## config.mk

```make
export PLATFORM = sky130hd
export DESIGN_NAME = wdcm_watchdog
export DESIGN_NICKNAME = d
export VERILOG_FILES = /design/src/design/wdcm_watchdog.v
export VERILOG_INCLUDE_DIRS = /design/src /design/src/design
export SDC_FILE = /design/constraint.sdc
export NUM_CORES = 1
export LEC_CHECK = 0
export BUFFER_PORTS_ARGS = -buffer_cell sky130_fd_sc_hd__buf_4
export CORE_MARGIN = 2
export CORE_UTILIZATION = 45
export DETAILED_ROUTE_END_ITERATION = 7
export GPL_TIMING_DRIVEN = 0
export PLACE_DENSITY = 0.65
export SYNTH_ARGS = -nofsm -noshare
export SYNTH_HDL_FRONTEND = slang
export SYNTH_SLANG_ARGS = --single-unit
```

## constraint.sdc

```tcl
create_clock -name clk -period 4.4 [get_ports clk]
set_input_delay 0.66 -clock clk [delete_from_list [all_inputs] [get_ports clk]]
set_output_delay 0.66 -clock clk [all_outputs]
set_load 0.01 [all_outputs]
```

## src/design/wdcm_regs.vh

```
// wdcm_regs.vh: constants for the windowed watchdog and clock monitor
// assumes: included by design/wdcm_watchdog.v only; definitions only
`ifndef WDCM_REGS_VH
`define WDCM_REGS_VH

// service register field layout
`define WDCM_WIN_MSB        7
`define WDCM_WIN_LSB        6
`define WDCM_KEY_MSB        5
`define WDCM_KEY_LSB        1
`define WDCM_MON_BIT        0
`define WDCM_KEY_VALUE      5'h0C
`define WDCM_KEY_READ       5'h00

// reset values of the stored fields
`define WDCM_WIN_RESET      2'h3
`define WDCM_MON_RESET      1'h1

// window limits in idle-timer clocks
`define WDCM_LOWER_LIMIT    17'h00800
`define WDCM_UPPER_BASE     17'h02000

// clock monitor: a tick gap longer than this flags a slow clock
`define WDCM_CLK_MHZ        40
`define WDCM_MON_TIMEOUT_US 1000
`define WDCM_MON_CYCLES     (`WDCM_MON_TIMEOUT_US * `WDCM_CLK_MHZ)
// good instruction ticks needed before the monitor lets go
`define WDCM_MON_RECOVER    5'h10

// low-pulse stretch after the pin is seen low, in clk cycles (16 to 32)
`define WDCM_HOLD_CYCLES    5'h18

`endif

```

## src/design/wdcm_watchdog.v

```verilog
// wdcm_watchdog.v: windowed watchdog with instruction-clock monitor
// assumes: idleTick pulses once per idle-timer clock, instrTick once per
// instruction cycle, inputs other than arst_n and wdPinIn synchronous to clk; the open pin is
// resolved outside from wdPinOe (low while enabled) and a weak pull-up
`timescale 1ns/1ps
`default_nettype none
`include "wdcm_regs.vh"

// Functional notes
// - lower window limit fixed at 2048 idle-timer clocks; earlier service is refused.
// - bits 7:6 select upper limit 8k, 16k, 32k or 64k clocks.
// - bits 5:1 must always carry key 01100.
// - bit 0 enables the clock monitor, independent of window select.
// - all window counting advances on idle-timer clocks only.
// - watchdog runs only while option bit 2 is 0; pin becomes output.
// - inactive in reset; afterwards armed, window 11, monitor enabled.
// - one keyed configuring write after reset fixes window and monitor enable.
// - later writes compare all fields; full match restarts the window.
// - any field mismatch on a service write raises the output.
// - no valid service before the upper limit raises an error.
// - a service inside the lower limit raises an error.
// - boot ROM entry services immediately and suppresses the lower error.
// - output active low, only pulled low, never driven high.
// - keep pulling 16 to 32 cycles after pin seen low, then release.
// - window restarts from zero when the pin returns high after an error.
// - service writes while a watchdog error is active are ignored.
// - pin low at power-up still times out and then releases.
// - enabled monitor holds pin low on slow clock, releases 16 later.
// - never flag tick rates above 5 kHz, always flag below 10 Hz.
// - monitor enabled from reset flags an oscillator that never starts.
// - watchdog inhibited in halt and idle; monitor stays active.
// - leaving idle mode performs a hardware service.
// - reads return zeros in the key field.
module wdcm_watchdog #(
  parameter integer MON_LIMIT = `WDCM_MON_CYCLES
) (
  input  wire       clk,
  input  wire       arst_n,
  input  wire       wdOptionDisable,
  input  wire       idleTick,
  input  wire       instrTick,
  input  wire       haltMode,
  input  wire       idleMode,
  input  wire       bootRomActive,
  input  wire       svcWrite,
  input  wire [7:0] svcWdata,
  output reg  [7:0] svcRdata,
  input  wire       wdPinIn,
  output reg        wdPinOut,
  output reg        wdPinOe,
  output reg        wdErrorActive
);

  localparam [1:0] ST_ARMED   = 2'h0;
  localparam [1:0] ST_PULL    = 2'h1;
  localparam [1:0] ST_HOLD    = 2'h2;
  localparam [1:0] ST_RELEASE = 2'h3;

  // cut to the counter width on purpose; MON_LIMIT stays below 2^23
  localparam integer MON_LAST_INT = MON_LIMIT - 1;
  localparam [22:0]  MON_LAST     = MON_LAST_INT[22:0];

  function [16:0] upperLimit;
    input [1:0] sel;
    begin
      upperLimit = `WDCM_UPPER_BASE << sel;
    end
  endfunction

  function keyOk;
    input [7:0] data;
    begin
      keyOk = (data[`WDCM_KEY_MSB:`WDCM_KEY_LSB] == `WDCM_KEY_VALUE);
    end
  endfunction

  reg  [1:0]  state;
  reg  [1:0]  next_state;
  reg  [16:0] winCnt;
  reg  [16:0] next_winCnt;
  reg  [4:0]  holdCnt;
  reg  [4:0]  next_holdCnt;
  reg  [1:0]  winSel;
  reg         monEnable;
  reg         configured;
  reg         next_configured;
  reg         takeConfig;
  reg         pinSync1;
  reg         pinSync2;
  reg         idlePrev;
  reg         bootPrev;
  reg  [22:0] gapCnt;
  reg  [4:0]  goodCnt;
  reg         clkBad;

  wire        wdActive  = ~wdOptionDisable;
  wire        inhibit   = haltMode | idleMode;
  wire        hwService = (idlePrev & ~idleMode) | (bootRomActive & ~bootPrev);
  wire [16:0] upper     = upperLimit(winSel);
  wire        fieldsOk  = keyOk(svcWdata) &&
                          (svcWdata[`WDCM_WIN_MSB:`WDCM_WIN_LSB] == winSel) &&
                          (svcWdata[`WDCM_MON_BIT] == monEnable);
  wire        tooEarly  = (winCnt < `WDCM_LOWER_LIMIT) & ~bootRomActive;
  wire        pinLow    = ~pinSync2;

  // two-stage synchroniser on the pin; only pinSync2 is used
  always @(posedge clk or negedge arst_n) begin
    if (!arst_n) begin
      pinSync1 <= 1'b1;
      pinSync2 <= 1'b1;
    end else begin
      pinSync1 <= wdPinIn;
      pinSync2 <= pinSync1;
    end
  end

  // window and pulse sequencing
  always @* begin
    next_state      = state;
    next_winCnt     = winCnt;
    next_holdCnt    = holdCnt;
    next_configured = configured;
    takeConfig      = 1'b0;
    if (!wdActive) begin
      next_state  = ST_ARMED;
      next_winCnt = 17'h00000;
    end else begin
      case (state)
        ST_ARMED: begin
          if (hwService) begin
            next_winCnt = 17'h00000;
          end else if (svcWrite && !inhibit) begin
            // writes in halt or idle neither service nor fault
            if (!configured) begin
              // first window after reset has no lower limit
              if (keyOk(svcWdata)) begin
                takeConfig      = 1'b1;
                next_configured = 1'b1;
                next_winCnt     = 17'h00000;
              end else begin
                next_state = ST_PULL;
              end
            end else if (!fieldsOk) begin
              next_state = ST_PULL;
            end else if (tooEarly) begin
              next_state = ST_PULL;
            end else begin
              next_winCnt = 17'h00000;
            end
          end else if (!inhibit && idleTick) begin
            // counting is frozen in halt and idle
            if (winCnt + 17'h00001 >= upper) begin
              next_state = ST_PULL;
            end else begin
              next_winCnt = winCnt + 17'h00001;
            end
          end
        end
        ST_PULL: begin
          // writes here are ignored
          if (pinLow) begin
            next_state   = ST_HOLD;
            next_holdCnt = 5'h00;
          end
        end
        ST_HOLD: begin
          if (holdCnt == `WDCM_HOLD_CYCLES - 5'h01) begin
            next_state = ST_RELEASE;
          end else begin
            next_holdCnt = holdCnt + 5'h01;
          end
        end
        ST_RELEASE: begin
          // pin may stay low while the monitor still pulls it
          if (!pinLow) begin
            next_state  = ST_ARMED;
            next_winCnt = 17'h00000;
          end
        end
        default: begin
          next_state = ST_ARMED;
        end
      endcase
    end
  end

  always @(posedge clk or negedge arst_n) begin
    if (!arst_n) begin
      state      <= ST_ARMED;
      winCnt     <= 17'h00000;
      holdCnt    <= 5'h00;
      configured <= 1'b0;
      winSel     <= `WDCM_WIN_RESET;
      monEnable  <= `WDCM_MON_RESET;
      idlePrev   <= 1'b0;
      bootPrev   <= 1'b0;
    end else begin
      state      <= next_state;
      winCnt     <= next_winCnt;
      holdCnt    <= next_holdCnt;
      configured <= next_configured;
      idlePrev   <= idleMode;
      bootPrev   <= bootRomActive;
      if (takeConfig) begin
        winSel    <= svcWdata[`WDCM_WIN_MSB:`WDCM_WIN_LSB];
        monEnable <= svcWdata[`WDCM_MON_BIT];
      end
    end
  end

  // clock monitor: measures clk cycles between instruction ticks.
  // a fixed 1 ms gap sits well between the 200 us and 100 ms bounds,
  // trading sensitivity for margin against jitter
  always @(posedge clk or negedge arst_n) begin
    if (!arst_n) begin
      gapCnt  <= 23'h000000;
      goodCnt <= 5'h00;
      clkBad  <= 1'b0;
    end else begin
      if (instrTick) begin
        gapCnt <= 23'h000000;
        if (clkBad) begin
          if (goodCnt == `WDCM_MON_RECOVER - 5'h01) begin
            clkBad  <= 1'b0;
            goodCnt <= 5'h00;
          end else begin
            goodCnt <= goodCnt + 5'h01;
          end
        end
      end else if (gapCnt == MON_LAST) begin
        clkBad  <= 1'b1;
        goodCnt <= 5'h00;
      end else begin
        gapCnt <= gapCnt + 23'h000001;
      end
    end
  end

  // registered outputs; the pin is only ever pulled low
  always @(posedge clk or negedge arst_n) begin
    if (!arst_n) begin
      wdPinOut      <= 1'b0;
      wdPinOe       <= 1'b0;
      wdErrorActive <= 1'b0;
      svcRdata      <= 8'h00;
    end else begin
      wdPinOut      <= 1'b0;
      wdPinOe       <= wdActive &
                       ((next_state == ST_PULL) | (next_state == ST_HOLD) |
                        (monEnable & clkBad));
      wdErrorActive <= wdActive & (next_state != ST_ARMED);
      svcRdata      <= {winSel, `WDCM_KEY_READ, monEnable};
    end
  end

endmodule // wdcm_watchdog
`default_nettype wire

```

==> summary.txt <==
Run status
  – Outcome: finished, final reports clean

CTS
  – CTS root buf: clkbuf_8
  – Num CTS Buffers: 9
  – Post-CTS setup repair buffer count: 0
  – H-tree Lvls: 3
  – Cts-stage hold buffer count: 0
  – Worst skew pair latency: ~340 ps
  – Max Root-Sink Buffers: 2
  – CTS tree: done
  – Post-cts resize count: 0
  – Clk pin slew, worst setup/hold paths: around 80 ps
  – CTS sink count: between 60 and 70

Die
  – Initial core utilization: 0.466
  – Die ar.: slightly below 9000 um^2
  – Die height: between 90 and 100 um
  – Horiz. Die Dim: roughly 93 um
  – Core area: about 7700 um^2
  – Row cnt: 32
  – I/O pin total: 29

Finish
  – Fraction of layout cells with a size suffix above 1: 0.160
  – Commonest non-fill, non-tap cell in the layout: dfrtp_1
  – # nets final: roughly 440
  – Highest-count cells in the layout ignoring fill and taps: dfrtp_1 (61), nor2_1 (41), nand2_1 (35)
  – Layout area overhead: 13.4%
  – Diode count: 0

Logic synthesis
  – Mapped Area: around 3600 um^2
  – FF+latch count, synth: between 60 and 70
  – Mean Syn Cell Area: roughly 9.6 um^2
  – Yosys warns: 0
  – Main area contributors after synthesis: dfrtp_1 (42%), xor2_1 (4.9%), nor2_1 (4.3%)
  – Synth area leader: dfrtp_1
  – Synth top area share: 0.424
  – Mapped Cells: around 380
  – Synth cell types: about 50
  – Register area share after synthesis: 0.460

STA
  – WHS: 362 ps
  – RSZ-0062 raised after global routing: no
  – Final Hold Violating Endpoints: 0
  – Final worst path period share: 0.840
  – F_max: ~270 MHz
  – Setup violations, final: 0
  – Worst Tran Pin Value: 852 ps
  – Final slew viol count: 0
  – Final min period: roughly 3700 ps
  – Clock Skew: roughly 11 ps
  – TNS Setup: 0 ps
  – Slew HR: 0.432

Worst setup path
  – Critical R2R Capture: winCnt[5]
  – Crit. End Element: flip-flop
  – Critical Path Start Type: flip-flop
  – Crit-path max FO: 10
  – WP data required: 4650 ps
  – FF-to-FF path depth: 13
  – R2R setup slack: between 700 and 800 ps
  – Setup CP Type: reg2reg
  – R2R Path Start: winCnt[0]
  – CP Data Arrival Time: roughly 4000 ps

Global routing
  – GR Overflow Total: 0
  – Vias in the first global route: between 2000 and 3000
  – Antenna violations before repair: 0
  – Global-route wire length before repair: roughly 12000 um
  – Largest net degree at the start of global routing: 67
  – GR Util All Layers: 0.179

Routing
  – Post-route antenna net violation count: 0
  – Detailed Route Iter0 Violations: 93
  – Via-per-instance ratio: around 5.3
  – WL per Instance: around 14 um
  – Drt total wl: between 7000 and 8000 um
  – DR vias: around 2800
  – # DRC: 0
  – Drt pass-1 iters: 4

Pwr
  – PwrDens: between 300 and 400 nW/um^2
  – Leakage: around 1.9 nW
  – Peak VDD IR: 0.125 mV

Min path
  – Hold_sp: pinSync1
  – Min-Delay Endpoint: pinSync2
  – HP Class: reg2reg
  – Hold depth: 0

Placed design
  – Detailed Place HPWL: approximately 4900 um
  – # port buffers: 21
  – RePlAce Congestion: around 0.80

Flow run
  – Maxcap violations: 0
-- routing by layer --
metal	global-route usage	up-vias	routed length, um
met5	0	-	0
met2	0.290	55	3350
met3	0.0290	11	225
met1	0.236	1326	3420
met4	0.0772	0	104
li1	-	1380	-
-- kinds of logic after synthesis --
family / synth area share
xor+xnor: 0.0705
fa+ha+maj: 0.0347
flops: 0.460
compound gates: 0.126
other cells: 0.00104
simple gates: 0.252
mux: 0.0153
buf+inv: 0.0396
-- critical path: stages, from the launching register on --
cell,delay (ps)
dfrtp_1,430
ha_1,240
nand3_1,190
nor3_1,380
nand4_1,220
xnor2_1,170
ha_1,300
inv_1,40
o221ai_1,240
nor4b_1,110
o32ai_2,560
clkbuf_1,410
o21ai_0,240
o31ai_4,90
-- how the worst max path moves through the flow --
| stage | from | cells past startpoint | end |
|---|---|---|---|
| 2_1_floorplan | winCnt[0] | 14 | winCnt[4] |
| 3_3_place_gp | winCnt[0] | 13 | winCnt[7] |
| 3_5_place_dp | winCnt[0] | 13 | winCnt[7] |
| 4_1_cts | winCnt[0] | 13 | winCnt[5] |
| 5_1_grt | winCnt[0] | 12 | winCnt[11] |
| 6_report | winCnt[0] | 13 | winCnt[5] |
-- metrics by stage --
stage / area [um^2] / std cells / setup slack (ps) / power [mW] / util
global route: 4080 / 520 / 313 / 1.39 / 0.528
global placement: 3910 / 504 / 694 / 0.859 / 0.505
finish: 4080 / 520 / 702 / 1.32 / 0.528
CTS: 4080 / 520 / 672 / 1.34 / 0.528
floorplan: 3620 / 381 / 1290 / 0.805 / -
detailed placement: 3910 / 504 / 698 / 0.868 / 0.505
-- report_power, final --
| group | internal, mW | total [mW] | switching (mW) |
|---|---|---|---|
| logic | 0.0732 | 0.166 | 0.0931 |
| registers | 0.646 | 0.689 | 0.0429 |
| clock network | 0.219 | 0.465 | 0.246 |
-- sequential cells by signal, summed over array words and instances, names as in the netlist --
| signal | count |
|---|---|
| gapCnt | 23 |
| clkBad | 1 |
| svcRdata | 3 |
| idlePrev | 1 |
| state | 2 |
| wdPinOe | 1 |
| monEnable | 1 |
| winCnt | 17 |
| wdErrorActive | 1 |
| holdCnt | 5 |
| winSel | 2 |
| pinSync1 | 1 |
| bootPrev | 1 |
| goodCnt | 5 |
| configured | 1 |
| pinSync2 | 1 |
-- cell usage after synthesis, drive strengths merged --
master	count
ha	10
conb	1
clkbuf	11
o21ai	33
nand2b	9
mux2	4
inv	7
nand4b	1
mux2i	1
and4	3
dfrtp	61
a31oi	3
or4	2
or2	5
nor4b	3
nand3b	5
xnor2	9
nor2	41
nand4	10
and2	1
xor2	20
nor2b	7
o41ai	1
o211a	1
a21boi	1
nand3	22
or3	4
o32ai	2
or3b	1
nand2	35
buf	9
dfstp	5
nor3b	1
o31ai	11
nor4	4
a21oi	9
o221ai	1
a21o	1
and3	14
nor3	7
-- layout make-up --
type,count,area [um^2]
plain buffers,20,116
repair buffers,21,158
inverters,7,26.3
well taps,102,128
clock inverters,6,41.3
fillers,706,3640
clock buffers,10,138
flip-flops and latches,66,1660
multi-input cells,288,1820
(Power assumes the default switching activity.)
